<file path="config.mk">
export PLATFORM = sky130hd
export DESIGN_NAME = uic_top
export DESIGN_NICKNAME = d
export VERILOG_FILES = /design/src/inc/uic_pkg.sv /design/src/inc/uic_fifo_if.sv /design/src/hdl/uic_top.sv /design/src/hdl/uic_fifo.sv /design/src/hdl/uic_parity.sv
export SDC_FILE = /design/constraint.sdc
export NUM_CORES = 1
export LEC_CHECK = 0
export BUFFER_PORTS_ARGS = -buffer_cell sky130_fd_sc_hd__buf_2
export CAP_MARGIN = 20
export CORE_ASPECT_RATIO = 0.5
export CORE_MARGIN = 10
export CORE_UTILIZATION = 45
export DETAILED_ROUTE_END_ITERATION = 10
export PLACE_DENSITY = 0.66
export SLEW_MARGIN = 25
export SYNTH_ARGS = -nofsm -noshare
export SYNTH_HDL_FRONTEND = slang
export SYNTH_HIERARCHICAL = 1
export SYNTH_SLANG_ARGS = --single-unit
</file>
<file path="constraint.sdc">
create_clock -name sys_clk -period 3.4 [get_ports sys_clk]
set_input_delay 0.51 -clock sys_clk [delete_from_list [all_inputs] [get_ports sys_clk]]
set_output_delay 0.51 -clock sys_clk [all_outputs]
set_load 0.02 [all_outputs]
</file>
<file path="src/inc/uic_pkg.sv">
// uic_pkg: register map, codes and helpers of the uart irq, fifo threshold and parity slice
//----------------------------------------------------------------------
//----------------------------------------------------------------------
package uic_pkg;
    localparam int AW = 8;
    localparam int DW = 32;
    localparam int CW = 8;
    localparam int NIRQ = 7;
    localparam int FIFO_DEPTH = 16;
    localparam int THR_W = 3;
    localparam int PAR_W = 3;
    localparam int THR_RX_LSB = 3;
    localparam int FLAG_TX_SPACE = 0;
    localparam int FLAG_RX_AVAIL = 1;
    //------------------------------------------------------------------
    // register byte offsets
    //------------------------------------------------------------------
    localparam logic [AW-1:0] REG_DATA = 8'h00;
    localparam logic [AW-1:0] REG_FLAGS = 8'h04;
    localparam logic [AW-1:0] REG_THRESH = 8'h08;
    localparam logic [AW-1:0] REG_PARITY = 8'h0C;
    localparam logic [AW-1:0] REG_IEN_SET = 8'h10;
    localparam logic [AW-1:0] REG_IEN_CLR = 8'h14;
    localparam logic [AW-1:0] REG_RAW = 8'h18;
    localparam logic [AW-1:0] REG_MASKED = 8'h1C;
    localparam logic [AW-1:0] REG_ICLR = 8'h20;
    localparam logic [1:0] RESP_OKAY = 2'h0;
    localparam logic [1:0] RESP_SLVERR = 2'h2;
    // interrupt bit positions
    localparam int irq_receive = 0;
    localparam int irq_transmit = 1;
    localparam int irq_receive_timeout = 2;
    localparam int irq_framing_error = 3;
    localparam int irq_parity_error = 4;
    localparam int irq_break_error = 5;
    localparam int irq_overrun = 6;
    typedef enum logic [PAR_W-1:0] {
        parity_off = 3'h0, parity_even_mode = 3'h1, parity_odd_mode = 3'h2,
        parity_forced_high = 3'h3, parity_forced_low = 3'h4
    } uic_parity_type;
    typedef enum logic [THR_W-1:0] {
        tx_thresh_one_eighth = 3'h0, tx_thresh_two_eighths = 3'h1,
        tx_thresh_four_eighths = 3'h2, tx_thresh_six_eighths = 3'h3,
        tx_thresh_seven_eighths = 3'h4
    } uic_tx_thresh_type;
    typedef enum logic [THR_W-1:0] {
        rx_thresh_one_eighth = 3'h0, rx_thresh_two_eighths = 3'h1,
        rx_thresh_four_eighths = 3'h2, rx_thresh_six_eighths = 3'h3,
        rx_thresh_seven_eighths = 3'h4
    } uic_rx_thresh_type;
    localparam logic [THR_W-1:0] THR_RESET = 3'h2;
    localparam logic [THR_W-1:0] THR_MAX = 3'h4;
    localparam logic [PAR_W-1:0] PAR_MAX = 3'h4;

    // parity bit for a character under a given mode
    function automatic logic uic_par_bit(input logic [PAR_W-1:0] m, input logic [CW-1:0] d);
        case (m)
            parity_odd_mode: return ~^d;
            parity_forced_high: return 1'b1;
            parity_forced_low: return 1'b0;
            default: return ^d;
        endcase
    endfunction
endpackage

</file>
<file path="src/inc/uic_fifo_if.sv">
// uic_fifo_if: push, pop and level signals between the slice and one character fifo
`timescale 1ns/1ps
interface uic_fifo_if #(parameter int W = 8, parameter int LW = 5);
    logic push;
    logic pop;
    logic [W-1:0] wdata;
    logic [W-1:0] rdata;
    logic [LW-1:0] level;
    logic full;
    logic empty;
    modport owner (input push, pop, wdata, output rdata, level, full, empty);
    modport user (output push, pop, wdata, input rdata, level, full, empty);
endinterface

</file>
<file path="src/hdl/uic_top.sv">
// uic_top: axi4-lite slice for uart interrupts, fifo thresholds and parity
`timescale 1ns/1ps
module uic_top
    import uic_pkg::*;
#(
    parameter int DEPTH = FIFO_DEPTH
)
(
    // clock and reset
    input logic sys_clk,
    input logic sys_rst,
    // axi4-lite write channels
    input logic [AW-1:0] s_axi_awaddr,
    input logic s_axi_awvalid,
    output logic s_axi_awready,
    input logic [DW-1:0] s_axi_wdata,
    input logic [DW/8-1:0] s_axi_wstrb,
    input logic s_axi_wvalid,
    output logic s_axi_wready,
    output logic [1:0] s_axi_bresp,
    output logic s_axi_bvalid,
    input logic s_axi_bready,
    // axi4-lite read channels
    input logic [AW-1:0] s_axi_araddr,
    input logic s_axi_arvalid,
    output logic s_axi_arready,
    output logic [DW-1:0] s_axi_rdata,
    output logic [1:0] s_axi_rresp,
    output logic s_axi_rvalid,
    input logic s_axi_rready,
    // characters to the serializer
    output logic [CW-1:0] tx_char,
    output logic tx_par,
    output logic tx_par_en,
    output logic tx_valid,
    input logic tx_ready,
    // characters and events from the deserializer
    input logic rx_valid,
    input logic [CW-1:0] rx_char,
    input logic rx_par,
    input logic rx_break,
    input logic rx_frame_err,
    input logic rx_timeout,
    // interrupt
    output logic irq
);
    localparam int LW = $clog2(DEPTH) + 1;

    function automatic logic [LW-1:0] thr_level(input logic [THR_W-1:0] sel);
        case (sel)
            tx_thresh_one_eighth: thr_level = LW'(DEPTH / 8);
            tx_thresh_two_eighths: thr_level = LW'(DEPTH / 4);
            tx_thresh_six_eighths: thr_level = LW'((3 * DEPTH) / 4);
            tx_thresh_seven_eighths: thr_level = LW'((7 * DEPTH) / 8);
            default: thr_level = LW'(DEPTH / 2);
        endcase
    endfunction

    //------------------------------------------------------------------
    // state
    //------------------------------------------------------------------
    logic [AW-1:0] aw_addr;
    logic [DW-1:0] wd;
    logic lane0;
    logic [THR_W-1:0] tx_thr;
    logic [THR_W-1:0] rx_thr;
    logic [PAR_W-1:0] par_mode;
    logic [NIRQ-1:0] ien;
    logic [NIRQ-1:0] raw;
    logic [LW-1:0] tx_lvl_q;
    logic [LW-1:0] rx_lvl_q;
    logic tx_par_bit;
    logic par_en;
    logic par_err;

    uic_fifo_if #(.W(CW), .LW(LW)) txf();
    uic_fifo_if #(.W(CW), .LW(LW)) rxf();

    uic_fifo #(.W(CW), .DEPTH(DEPTH), .LW(LW)) u_txf (
        .clk(sys_clk),
        .rst(sys_rst),
        .f(txf)
    );
    uic_fifo #(.W(CW), .DEPTH(DEPTH), .LW(LW)) u_rxf (
        .clk(sys_clk),
        .rst(sys_rst),
        .f(rxf)
    );
    uic_parity u_par (
        .mode(par_mode),
        .tx_data(txf.rdata),
        .tx_bit(tx_par_bit),
        .par_en(par_en),
        .rx_data(rx_char),
        .rx_bit(rx_par),
        .rx_err(par_err)
    );

    //------------------------------------------------------------------
    // write decode
    //------------------------------------------------------------------
    // address and data are latched in either order; the write acts once both are held
    wire do_wr = !s_axi_awready && !s_axi_wready && !s_axi_bvalid;
    wire wr_on = do_wr && lane0;
    wire wr_data = wr_on && (aw_addr == REG_DATA);
    wire wr_thr = wr_on && (aw_addr == REG_THRESH);
    wire wr_par = wr_on && (aw_addr == REG_PARITY);
    wire wr_ien_set = wr_on && (aw_addr == REG_IEN_SET);
    wire wr_ien_clr = wr_on && (aw_addr == REG_IEN_CLR);
    wire wr_iclr = wr_on && (aw_addr == REG_ICLR);
    wire wr_map = (aw_addr inside {REG_DATA, REG_FLAGS, REG_THRESH, REG_PARITY,
        REG_IEN_SET, REG_IEN_CLR, REG_RAW, REG_MASKED, REG_ICLR});
    wire [THR_W-1:0] wd_tx_thr = wd[THR_W-1:0];
    wire [THR_W-1:0] wd_rx_thr = wd[THR_RX_LSB +: THR_W];
    wire [NIRQ-1:0] wd_irq = wd[NIRQ-1:0];

    //------------------------------------------------------------------
    // read decode
    //------------------------------------------------------------------
    wire rd_fire = s_axi_arvalid && s_axi_arready;
    wire rd_pop = rd_fire && (s_axi_araddr == REG_DATA);
    wire rd_masked = rd_fire && (s_axi_araddr == REG_MASKED);
    wire [NIRQ-1:0] masked = raw & ien;
    wire [1:0] flags = {!rxf.empty, !txf.full};
    wire [DW-1:0] rd_mux =
        (s_axi_araddr == REG_DATA) ? DW'(rxf.empty ? '0 : rxf.rdata) :
        (s_axi_araddr == REG_FLAGS) ? DW'(flags) :
        (s_axi_araddr == REG_THRESH) ? DW'({rx_thr, tx_thr}) :
        (s_axi_araddr == REG_PARITY) ? DW'(par_mode) :
        (s_axi_araddr == REG_IEN_SET) ? DW'(ien) :
        (s_axi_araddr == REG_RAW) ? DW'(raw) :
        (s_axi_araddr == REG_MASKED) ? DW'(masked) : '0;
    wire rd_map = (s_axi_araddr inside {REG_DATA, REG_FLAGS, REG_THRESH, REG_PARITY,
        REG_IEN_SET, REG_RAW, REG_MASKED});

    //------------------------------------------------------------------
    // fifo traffic and thresholds
    //------------------------------------------------------------------
    // writes to a full tx fifo are lost; software polls the space flag first
    wire tx_pop = !txf.empty && (!tx_valid || tx_ready);
    assign txf.push = wr_data;
    assign txf.wdata = wd[CW-1:0];
    assign txf.pop = tx_pop;
    assign rxf.push = rx_valid;
    assign rxf.wdata = rx_char;
    assign rxf.pop = rd_pop;
    wire [LW-1:0] tx_thr_lvl = thr_level(tx_thr);
    wire [LW-1:0] rx_thr_lvl = thr_level(rx_thr);
    wire tx_cross = (tx_lvl_q > tx_thr_lvl) && (txf.level <= tx_thr_lvl);
    wire rx_cross = (rx_lvl_q < rx_thr_lvl) && (rxf.level >= rx_thr_lvl);
    wire overrun = rx_valid && rxf.full;

    //------------------------------------------------------------------
    // interrupt status
    //------------------------------------------------------------------
    logic [NIRQ-1:0] set_vec;
    assign set_vec[irq_receive] = rx_cross;
    assign set_vec[irq_transmit] = tx_cross;
    assign set_vec[irq_receive_timeout] = rx_timeout;
    assign set_vec[irq_framing_error] = rx_frame_err;
    assign set_vec[irq_parity_error] = rx_valid && par_err;
    assign set_vec[irq_break_error] = rx_break;
    assign set_vec[irq_overrun] = overrun;
    // reading the masked view also acknowledges what it showed
    wire [NIRQ-1:0] clr_vec = (wr_iclr ? wd_irq : '0) | (rd_masked ? masked : '0);
    // a new event wins over a clear in the same cycle
    wire [NIRQ-1:0] next_raw = (raw & ~clr_vec) | set_vec;
    wire [NIRQ-1:0] next_ien = wr_ien_set ? (ien | wd_irq) :
        wr_ien_clr ? (ien & ~wd_irq) : ien;

    always_ff @(posedge sys_clk or posedge sys_rst)
    begin
        if (sys_rst)
        begin
            raw <= '0;
            ien <= '0;
            irq <= 1'b0;
        end
        else
        begin
            raw <= next_raw;
            ien <= next_ien;
            irq <= |masked;
        end
    end

    //------------------------------------------------------------------
    // configuration
    //------------------------------------------------------------------
    // out-of-range codes are ignored so the fields always hold a legal setting
    always_ff @(posedge sys_clk or posedge sys_rst)
    begin
        if (sys_rst)
        begin
            tx_thr <= THR_RESET;
            rx_thr <= THR_RESET;
            par_mode <= parity_off;
        end
        else
        begin
            if (wr_thr && wd_tx_thr <= THR_MAX)
                tx_thr <= wd_tx_thr;
            if (wr_thr && wd_rx_thr <= THR_MAX)
                rx_thr <= wd_rx_thr;
            if (wr_par && wd[PAR_W-1:0] <= PAR_MAX)
                par_mode <= wd[PAR_W-1:0];
        end
    end

    //------------------------------------------------------------------
    // transmit stage and level history
    //------------------------------------------------------------------
    always_ff @(posedge sys_clk or posedge sys_rst)
    begin
        if (sys_rst)
        begin
            tx_valid <= 1'b0;
            tx_char <= '0;
            tx_par <= 1'b0;
            tx_par_en <= 1'b0;
            tx_lvl_q <= '0;
            rx_lvl_q <= '0;
        end
        else
        begin
            tx_par_en <= par_en;
            tx_lvl_q <= txf.level;
            rx_lvl_q <= rxf.level;
            if (tx_pop)
            begin
                tx_valid <= 1'b1;
                tx_char <= txf.rdata;
                tx_par <= tx_par_bit;
            end
            else if (tx_ready)
                tx_valid <= 1'b0;
        end
    end

    //------------------------------------------------------------------
    // axi4-lite slave
    //------------------------------------------------------------------
    always_ff @(posedge sys_clk or posedge sys_rst)
    begin
        if (sys_rst)
        begin
            s_axi_awready <= 1'b1;
            s_axi_wready <= 1'b1;
            s_axi_bvalid <= 1'b0;
            s_axi_bresp <= RESP_OKAY;
            aw_addr <= '0;
            wd <= '0;
            lane0 <= 1'b0;
        end
        else
        begin
            if (s_axi_awvalid && s_axi_awready)
            begin
                aw_addr <= s_axi_awaddr;
                s_axi_awready <= 1'b0;
            end
            if (s_axi_wvalid && s_axi_wready)
            begin
                wd <= s_axi_wdata;
                lane0 <= s_axi_wstrb[0];
                s_axi_wready <= 1'b0;
            end
            if (do_wr)
            begin
                s_axi_bvalid <= 1'b1;
                s_axi_bresp <= wr_map ? RESP_OKAY : RESP_SLVERR;
            end
            if (s_axi_bvalid && s_axi_bready)
            begin
                s_axi_bvalid <= 1'b0;
                s_axi_awready <= 1'b1;
                s_axi_wready <= 1'b1;
            end
        end
    end

    always_ff @(posedge sys_clk or posedge sys_rst)
    begin
        if (sys_rst)
        begin
            s_axi_arready <= 1'b1;
            s_axi_rvalid <= 1'b0;
            s_axi_rdata <= '0;
            s_axi_rresp <= RESP_OKAY;
        end
        else if (rd_fire)
        begin
            s_axi_arready <= 1'b0;
            s_axi_rvalid <= 1'b1;
            s_axi_rdata <= rd_mux;
            s_axi_rresp <= rd_map ? RESP_OKAY : RESP_SLVERR;
        end
        else if (s_axi_rvalid && s_axi_rready)
        begin
            s_axi_rvalid <= 1'b0;
            s_axi_arready <= 1'b1;
        end
    end
endmodule

</file>
<file path="src/hdl/uic_fifo.sv">
// uic_fifo: flip-flop character fifo with fill level
`timescale 1ns/1ps
module uic_fifo
#(
    parameter int W = 8,
    parameter int DEPTH = 16,
    parameter int LW = 5
)
(
    // clock and reset
    input logic clk,
    input logic rst,
    // fifo port
    uic_fifo_if.owner f
);
    localparam int PW = $clog2(DEPTH);
    logic [W-1:0] mem [DEPTH];
    logic [PW-1:0] wp;
    logic [PW-1:0] rp;
    logic [LW-1:0] cnt;
    // push on a full fifo and pop on an empty one are dropped
    wire do_push = f.push && !f.full;
    wire do_pop = f.pop && !f.empty;
    assign f.rdata = mem[rp];
    assign f.level = cnt;
    assign f.full = (cnt == LW'(DEPTH));
    assign f.empty = (cnt == '0);
    always_ff @(posedge clk)
    begin
        if (do_push)
            mem[wp] <= f.wdata;
    end
    always_ff @(posedge clk or posedge rst)
    begin
        if (rst)
        begin
            wp <= '0;
            rp <= '0;
            cnt <= '0;
        end
        else
        begin
            if (do_push)
                wp <= PW'(wp + 1'b1);
            if (do_pop)
                rp <= PW'(rp + 1'b1);
            cnt <= LW'(cnt + LW'(do_push) - LW'(do_pop));
        end
    end
endmodule

</file>
<file path="src/hdl/uic_parity.sv">
// uic_parity: parity generation for transmit and checking for receive
`timescale 1ns/1ps
module uic_parity
    import uic_pkg::*;
(
    // mode
    input logic [PAR_W-1:0] mode,
    // transmit side
    input logic [CW-1:0] tx_data,
    output logic tx_bit,
    output logic par_en,
    // receive side
    input logic [CW-1:0] rx_data,
    input logic rx_bit,
    output logic rx_err
);
    assign par_en = (mode != parity_off);
    // forced modes use the same constant for both directions
    assign tx_bit = uic_par_bit(mode, tx_data);
    assign rx_err = par_en && (rx_bit != uic_par_bit(mode, rx_data));
endmodule

</file>
## After elaboration in Yosys (flattened, before gate mapping)

Memory sizes are Yosys's and may differ from the RTL's.
Index checks and enable logic that the tools add are counted.

- Bits in registers: 129
- Bits in writable memories: 256
- Input bits: 73
- Output and inout bits: 53
- Word-level logic and storage cells: 171
- Memories: 2

- Add/sub/neg operators: 8
- $lt $le $gt $ge: 6
- Equal/unequal tests: 26
- Muxes and demuxes: 34
- Bitwise gates (word level): 8
- Reduce and logical (&&, ||, !) cells: 58

Memory list:

| memory | words | width | rd ports | clocked after Yosys merged registers in | wr ports | RTL line | RTL |
|---|---|---|---|---|---|---|---|
| u_rxf.mem | 16 | 8 | 1 | 0 | 1 | uic_fifo.sv:17 | `logic [W-1:0] mem [DEPTH];` |
| u_txf.mem | 16 | 8 | 1 | 0 | 1 | uic_fifo.sv:17 |  |

Operators with widths:

| cell | count |
|---|---|
| $mux W7 | 10 |
| $eq A8 B5 Y1 const B | 7 |
| $eq A8 B4 Y1 const B | 4 |
| $pmux W4 S4 | 2 |
| $logic_and A1 B1 Y1 | 29 |
| $and A7 B7 Y7 | 3 |
| $or A7 B7 Y7 | 3 |
| $add A4 B1 Y4 const B | 4 |
| $eq A8 B3 Y1 const B | 2 |
| $logic_not A8 Y1 | 2 |
| $mux W1 | 16 |
| $mux W8 | 2 |
| $reduce_xnor A8 Y1 | 2 |
| $reduce_xor A8 Y1 | 2 |
| $not A7 Y7 | 2 |
| $eq A3 B2 Y1 const B | 4 |
| $reduce_bool A2 Y1 | 6 |
| $add A5 B1 Y5 | 2 |
| $eq A5 B5 Y1 const B | 2 |
| $logic_not A5 Y1 | 2 |
| $sub A5 B1 Y5 | 2 |
| $eq A3 B3 Y1 const B | 3 |
| $reduce_bool A9 Y1 | 1 |
| $eq A8 B6 Y1 const B | 1 |
| 15 further kinds | 27 |

## Depth between registers and ports, before layout

Gate-level depths: netlist of the first run.

- Depth in word-level cells: 10
- Gate-level depth with buffers: 14
- Mapped depth without buffers: 13

## Cells and area by module

Netlist of the first run, hierarchy kept.

Modules (own cells, without submodules):

| module | instances | cells each | area each (sq um) |
|---|---|---|---|
| uic_fifo | 2 | 320 | 5866.9 |
| uic_top | 1 | 350 | 3828.7 |
| uic_parity | 1 | 28 | 226.5 |

## Least setup slack after synthesis of the first run

No wires, ideal clock.

- Kind: reg2reg
- Start: register s_axi_bvalid
- End: register u_txf.cnt[4], in the netlist u_txf/f.level[4]
- Data arrival time: 2.621 ns
- Data required time: 3.277 ns
- Setup slack: 0.656 ns
- Stages on the path, launching flop included: 15
- Clock period less this slack: 2.744 ns
- Path through: dfrtp_1 -> nor3_2 -> nand4b_4 -> nor2b_1 -> nor2b_1 -> buf_4 -> inv_2 -> ha_1 -> inv_1 -> ha_1 -> fa_1 -> a21oi_1 -> nor2_1 -> nor2_1 -> xnor2_1

- Cells in the longest elaborated chain, start to end: 7

RTL lines:

| item | RTL line | RTL |
|---|---|---|
| start, declared | uic_top.sv:21 | `output logic s_axi_bvalid,` |
| start signal, assigned | uic_top.sv:249 | `s_axi_bvalid <= 1'b0;` |
| start signal, assigned | uic_top.sv:270 | `s_axi_bvalid <= 1'b1;` |
| start signal, assigned | uic_top.sv:275 | `s_axi_bvalid <= 1'b0;` |
| $logic_not A1 Y1 | uic_top.sv:103 | `wire do_wr = !s_axi_awready && !s_axi_wready && !s_axi_bvalid;` |
| $logic_and A1 B1 Y1 | uic_top.sv:103 |  |
| $logic_and A1 B1 Y1 | uic_top.sv:104 | `wire wr_on = do_wr && lane0;` |
| $logic_and A1 B1 Y1 | uic_top.sv:105 | `wire wr_data = wr_on && (aw_addr == REG_DATA);` |
| via txf.push | uic_fifo_if.sv:4 | `logic push;` |
| $logic_and A1 B1 Y1 | uic_fifo.sv:22 | `wire do_push = f.push && !f.full;` |
| $add A5 B1 Y5 | uic_fifo.sv:47 | `cnt <= LW'(cnt + LW'(do_push) - LW'(do_pop));` |
| $sub A5 B1 Y5 | uic_fifo.sv:47 |  |
| end signal, assigned | uic_fifo.sv:47 |  |
| end, declared | uic_fifo.sv:20 | `logic [LW-1:0] cnt;` |

The timed path passes the listed nets, and every way through them passes these cells.
A chain may end at the register's enable or synchronous reset.

## Final worst setup path of the first run

- Start: register aw_addr[0]
- End: register u_txf.cnt[4], in the netlist u_txf/f.level[4]

- Cells in the longest elaborated chain, start to end: 5

RTL lines:

| item | RTL line | RTL |
|---|---|---|
| start, declared | uic_top.sv:62 | `logic [AW-1:0] aw_addr;` |
| start signal, assigned | uic_top.sv:259 | `aw_addr <= s_axi_awaddr;` |
| $logic_not A8 Y1 | uic_top.sv:105 |  |
| $logic_and A1 B1 Y1 | uic_top.sv:105 |  |
| via txf.push | uic_fifo_if.sv:4 |  |
| $logic_and A1 B1 Y1 | uic_fifo.sv:22 |  |
| $add A5 B1 Y5 | uic_fifo.sv:47 |  |
| $sub A5 B1 Y5 | uic_fifo.sv:47 |  |

The timed path passes the listed nets, and every way through them passes these cells.

==> results of run 1 <==
## cells by family after synthesis
logic type / synth area share, %
buffers and inverters: 4.56
other: 0.0238
muxes: 11.9
AOI/OAI and AO/OA: 7.38
xor gates and xnor gates: 1.99
DFF: 64.9
and+or+nand+nor: 6.43
adders and majority gates: 2.87
## state kept, by name, summed over array words and instances, names as in the netlist, 5 cells and up, named ones only
name / cells
wd: 8
u_txf/mem: 128
s_axi_rdata: 8
tx_char: 8
u_txf/f.level: 5
u_rxf/f.level: 5
tx_lvl_q: 5
raw: 7
u_rxf/mem: 128
aw_addr: 8
## metrics by stage
stage                     util, %  power, mW  instances  setup slack [ns]  cell area, um2
after floorplan                 -       8.98       1043             0.656           15900
after global placement       48.2       9.98       1564             0.338           16600
after detailed placement     48.2       10.2       1564             0.294           16600
after CTS                    51.2       13.8       1621             0.271           17700
after global routing         51.2       14.4       1621            0.0240           17700
final                        51.2       13.7       1621             0.373           17700
## metal layers
metal | GRT usage, % | vias to the layer above | routed length (um)
met3 | 2.38 | 55 | 1270
met5 | 0 | - | 0
met1 | 19.3 | 4431 | 14500
met4 | 4.24 | 0 | 883
met2 | 27.7 | 183 | 17700
li1 | - | 4025 | -
## layout by cell type (no fill, tap or decap), drive strengths merged, types with 18 or more instances in the layout
cell type / instances
nand2: 64
inv: 52
nor2: 31
mux2i: 78
dfrtp: 97
a22oi: 20
o21ai: 39
a221oi: 35
mux2: 33
mux4: 32
and2: 18
ha: 33
xnor2: 28
edfxtp: 256
clkbuf: 37
conb: 26
buf: 116
## worst max-delay path, stage by stage, from the launching register on
cell and delay [ns]:
dfrtp_1 0.41, nor4_4 0.40, nand4b_4 0.20, nor2b_1 0.21
nor2b_1 0.25, inv_2 0.12, ha_1 0.29, inv_1 0.04
ha_1 0.19, fa_1 0.40, a21oi_1 0.14, nor2_1 0.05
nor2_1 0.12, xnor2_1 0.13
## worst max-delay path by stage
stage	to
floorplan	u_txf/f.level[4]$_DFF_PP0_
global placement	u_txf/f.level[4]$_DFF_PP0_
detailed placement	u_txf/f.level[4]$_DFF_PP0_
CTS	u_txf/f.level[4]$_DFF_PP0_
global route	u_txf/f.level[4]$_DFF_PP0_
finish	u_txf/f.level[4]$_DFF_PP0_
## power by group
part | internal (mW) | switching, mW
Combinational | 1.69 | 2.06
Sequential | 5.52 | 0.761
Clock | 2.05 | 1.59
Total | 9.26 | 4.42
## area by class of cell
cell class                      instances  area (um2)
Timing Repair Buffer                  116         703
Inverter                               48         183
Multi-Input combinational cell        567        4920
Sequential cell                       358       10200
Clock buffer                           37         828
Tap cell                              475         594
Fill cell                            2880       16800
Clock inverter                         20         215
==> reports/results.ini, run 1 <==
[run_status]
outcome=finished, final reports clean

[pwr]
power_density_nw_per_um2=773
p_leak_nw=6.57
irDropWorstVdd_mv=0.455

[timing]
hold_slack_ns=0.0251
final-hold-violation-count=0
fin_skew_ns=0.0100
max_freq_ghz=0.330
min_period_ns=3.03
rsz0062_at_grt=no
finalSetupViolCount=0
tns_ns=0
timing.final.crit_share_pct=89.0
worst_pin_slew_ns=0.971
slew_violations=0
maxSlewHeadroom_pct=35.3

[critical_path]
crit_fanout=7
reg2reg_from=aw_addr[0]$_DFFE_PP0P_
ff2ff_path_depth=13
r2r_setup_slack_ns=0.37
crit_start=aw_addr[0]$_DFFE_PP0P_
critical_path_required_ns=3.89
r2r_end=u_txf/f.level[4]$_DFF_PP0_
end_kind=flop
startpoint_type=flop
cp.arrival_ns=3.52
crit_type=flop to flop

[grt]
antenna_found_initial=0
grt_pass1_wl_um=53400
grt_pass1_vias=9178
track_usage_pct=15.5
overflow=0
grt_max_degree=52

[logic_synthesis]
syn_avg_cell_area_um2=15.5
synth-seq-cells=358
yosysWarnings=6
synth-seq-area-share_pct=64.9
synth_most_common_cell=edfxtp_1
yosys.area.top_type=edfxtp_1
yosysTopAreaCellShare_pct=48.7
netlist_area_um2=15800
synth-edff-count=256
ys_top_cells_by_area=edfxtp_1 49%, dfrtp_1 15%, mux2i_1 4.9%
synthCells=1018
synthDistinctLibCells=72
synthTopCellsByCount=256 x edfxtp_1, 97 x dfrtp_1, 78 x mux2i_1
ys.flop_type=edfxtp_1
synthArstFlopShare_pct=28.5

[layout]
layout-drive-gt1-share_pct=24.4
antenna-diode-count=0
num-nets-final=1230
synthToLayoutAreaGrowth_pct=12.0

[drt]
remaining_drc_errors=0
first_pass_iters=5
first_iter_violations=811
avgRoutedWirePerCell_um=21.2
drt_wl_total_um=34400
vias=8694
routed_via_density=5.36
postRouteAntennaNets=0

[floorplan]
core.rowCount=48
io-pin-count=126
die-area_um2=43400
start_util_pct=45.7
die_w_um=285
dieHeight_um=152
core_area_um2=34500

[cts]
max-clock-path-buffers=3
cts_resized=0
post_cts_buffers=0
clock_latency_ns=0.57
cts_tree=done
clock-sinks=358
clk_pin_slew_ns=0.07
hold_buffers=0
cts-root-buf=clkbuf_16
htree_num_levels=1
cts_buffers=31

[worst_hold_path]
hp-class=input pin to async pin

[placed_design]
port_buffers=72
place_congestion=0.791
place_hpwl_um=23400

[run]
cap_violations=0

Note: power is estimated with default switching activity, not from simulation.
==> run 2, diff against run 1 <==
--- a/config.mk
+++ b/config.mk
@@ -8,11 +8,10 @@
 export BUFFER_PORTS_ARGS = -buffer_cell sky130_fd_sc_hd__buf_2
 export CAP_MARGIN = 20
 export CORE_ASPECT_RATIO = 0.5
-export CORE_MARGIN = 10
+export CORE_MARGIN = 8
 export CORE_UTILIZATION = 45
 export DETAILED_ROUTE_END_ITERATION = 10
 export PLACE_DENSITY = 0.66
-export SLEW_MARGIN = 25
 export SYNTH_ARGS = -nofsm -noshare
 export SYNTH_HDL_FRONTEND = slang
 export SYNTH_HIERARCHICAL = 1
==> reports/results.ini, run 2 (synthesis gave the netlist of run 1 again) <==
[drt]
met3_length_um=1620  ; was 1270 um
top_layer=met5  ; was met4
vias=8659  ; was 8694
postRouteAntennaNets=0  ; unchanged
first_pass_iters=5  ; unchanged
route.met2.wl_um=17300  ; was 17700 um
routed_via_density=5.37  ; was 5.36
drt_wl_total_um=33700  ; was 34400 um
wl_met1_um=14200  ; was 14500 um
avgRoutedWirePerCell_um=20.9  ; was 21.2 um
remaining_drc_errors=0  ; unchanged
first_iter_violations=749  ; was 811

[cts]
cts-root-buf=clkbuf_16  ; unchanged
cts_tree=done  ; unchanged
clk_pin_slew_ns=0.07  ; about the same
post_cts_buffers=0  ; unchanged
clock_latency_ns=0.56  ; was 0.57 ns
cts_resized=0  ; unchanged
max-clock-path-buffers=3  ; unchanged
hold_buffers=0  ; unchanged
htree_num_levels=1  ; unchanged
clock-sinks=358  ; unchanged
cts_buffers=31  ; unchanged

[layout]
ff_latch_area_um2=10200  ; unchanged
num-nets-final=1222  ; was 1230
layout-drive-gt1-share_pct=23.4  ; was 24.4%
synthToLayoutAreaGrowth_pct=11.9  ; was 12.0%
nFillCells=2887  ; was 2880
instances_no_fill=1613  ; was 1621
layout_common_cells=256 x edfxtp_1, 95 x dfrtp_1, 78 x mux2i_1, 72 x buf_2, 64 x nand2_1  ; unchanged
multiInputGateArea_um2=4920  ; unchanged
antenna-diode-count=0  ; unchanged
final_common_cell=edfxtp_1  ; unchanged
top_regs=u_rxf/mem x128, u_txf/mem x128  ; unchanged

[timing]
max_freq_ghz=0.324  ; was 0.330 GHz
final-hold-violation-count=0  ; unchanged
hold_slack_ns=0.0632  ; was 0.0251 ns
worst_slack_ns=0.315  ; was 0.373 ns
finalSetupViolCount=0  ; unchanged
fin_skew_ns=0.0112  ; was 0.0100 ns
slew_violations=0  ; unchanged
min_period_ns=3.08  ; was 3.03 ns
worst_pin_slew_ns=1.02  ; was 0.971 ns
tns_ns=0  ; unchanged
maxSlewHeadroom_pct=32.2  ; was 35.3%
rsz0062_at_grt=no  ; unchanged
timing.final.crit_share_pct=90.7  ; was 89.0%

[critical_path]
r2r_setup_slack_ns=0.32  ; was 0.37 ns
setup.worst_path.end=u_txf/f.level[4]$_DFF_PP0_  ; unchanged
critical_path_required_ns=3.88  ; was 3.89 ns
crit_fanout=7  ; unchanged
startpoint_type=flop  ; unchanged
cp.arrival_ns=3.57  ; was 3.52 ns
reg2reg_from=aw_addr[0]$_DFFE_PP0P_  ; unchanged
end_kind=flop  ; unchanged
crit_start=aw_addr[0]$_DFFE_PP0P_  ; unchanged
crit_type=flop to flop  ; unchanged
r2r_end=u_txf/f.level[4]$_DFF_PP0_  ; unchanged
ff2ff_path_depth=13  ; unchanged

[placed_design]
port_buffers=72  ; unchanged
placedCellCount=1556  ; was 1564
place_congestion=0.828  ; was 0.791
place_hpwl_um=23100  ; was 23400 um
place_ws_ns=0.300  ; was 0.294 ns

[grt]
track_usage_pct=16.1  ; was 15.5%
antenna_found_initial=1  ; was 0
overflow=0  ; unchanged
grt_pass1_vias=9031  ; was 9178
grt_max_degree=41  ; was 52
grt_pass1_wl_um=52300  ; was 53400 um

[floorplan]
start_util_pct=45.7  ; unchanged
core.rowCount=48  ; unchanged
dieHeight_um=148  ; was 152 um
io-pin-count=126  ; unchanged
die_w_um=281  ; was 285 um
core_area_um2=34500  ; unchanged
die-area_um2=41700  ; was 43400 um2

[pwr]
switching_share_pct=31.6  ; was 32.3%
power_frac_comb_pct=27.2  ; was 27.4%
p_leak_nw=6.54  ; was 6.57 nW
p_clk_share_pct=27.1  ; was 26.6%
finalPower_mw=13.7  ; about the same
power.net_switching_mw=4.34  ; was 4.42 mW
irDropWorstVdd_mv=0.497  ; was 0.455 mV
power_density_nw_per_um2=777  ; was 773 nW/um2
internal_power_mw=9.38  ; was 9.26 mW
pwr-share-seq_pct=45.7  ; was 46.0%

[worst_hold_path]
hp-class=input pin to async pin  ; unchanged

[run]
cap_violations=0  ; unchanged

[run_status]
outcome=finished, final reports clean  ; unchanged

run 2: final cells by class:
class | instances | share of cell area, %
clock buffer | 43 | 4.76
clock inverter | 14 | 1.28
inverter | 48 | 1.03
multi-input combinational | 567 | 27.8
sequential | 358 | 58.0
tap | 475 | 3.36
timing repair buffer | 108 | 3.71
run 2: metrics by stage:
stage / area, um2 / utilization (%)
final: 17700 / 51.1
after global placement: 16600 / 48.1
after detailed placement: 16600 / 48.1
after floorplan: 15900 / -
after global routing: 17700 / 51.1
after CTS: 17700 / 51.1
run 2: worst min path at each step:
stage / from / end / slack [ns] / cells after the start
after floorplan: sys_rst / u_rxf/f.level[0]$_DFF_PP0_ / 0.39 / 1
after global placement: u_rxf/f.level[2]$_DFF_PP0_ / rx_lvl_q[2]$_DFF_PP0_ / 0.45 / 0
after detailed placement: u_rxf/f.level[3]$_DFF_PP0_ / rx_lvl_q[3]$_DFF_PP0_ / 0.46 / 0
after CTS: sys_rst / u_txf/rp[3]$_DFFE_PP0P_ / 0.07 / 2
after global routing: sys_rst / s_axi_rdata[4]$_DFFE_PP0P_ / 0.09 / 2
final: sys_rst / u_txf/rp[3]$_DFFE_PP0P_ / 0.06 / 2
run 2: power by group through the flow:
stage / combinational, mW / sequential, mW / clock (mW)
2_1_floorplan: 2.83 / 6.16 / 0
3_3_place_gp: 3.64 / 6.31 / 0
3_5_place_dp: 3.75 / 6.36 / 0
4_1_cts: 3.78 / 6.27 / 3.80
5_1_grt: 4.13 / 6.36 / 3.98
6_report: 3.74 / 6.27 / 3.71
run 2: routing by layer:
metal	global-route usage, %	vias up
met1	20.4	4410
li1	-	4006
met4	3.26	2
met5	0	-
met3	2.91	46
met2	28.7	195
run 2: worst max-delay path, stage by stage, from the launching register on:
cell and delay, ns:
dfrtp_1 0.41, nor4_4 0.40, nand4b_4 0.20, nor2b_1 0.21, nor2b_1 0.28, inv_2 0.13
ha_1 0.29, inv_1 0.04, ha_1 0.19, fa_1 0.41, a21oi_1 0.14, nor2_1 0.05
nor2_1 0.13, xnor2_1 0.13
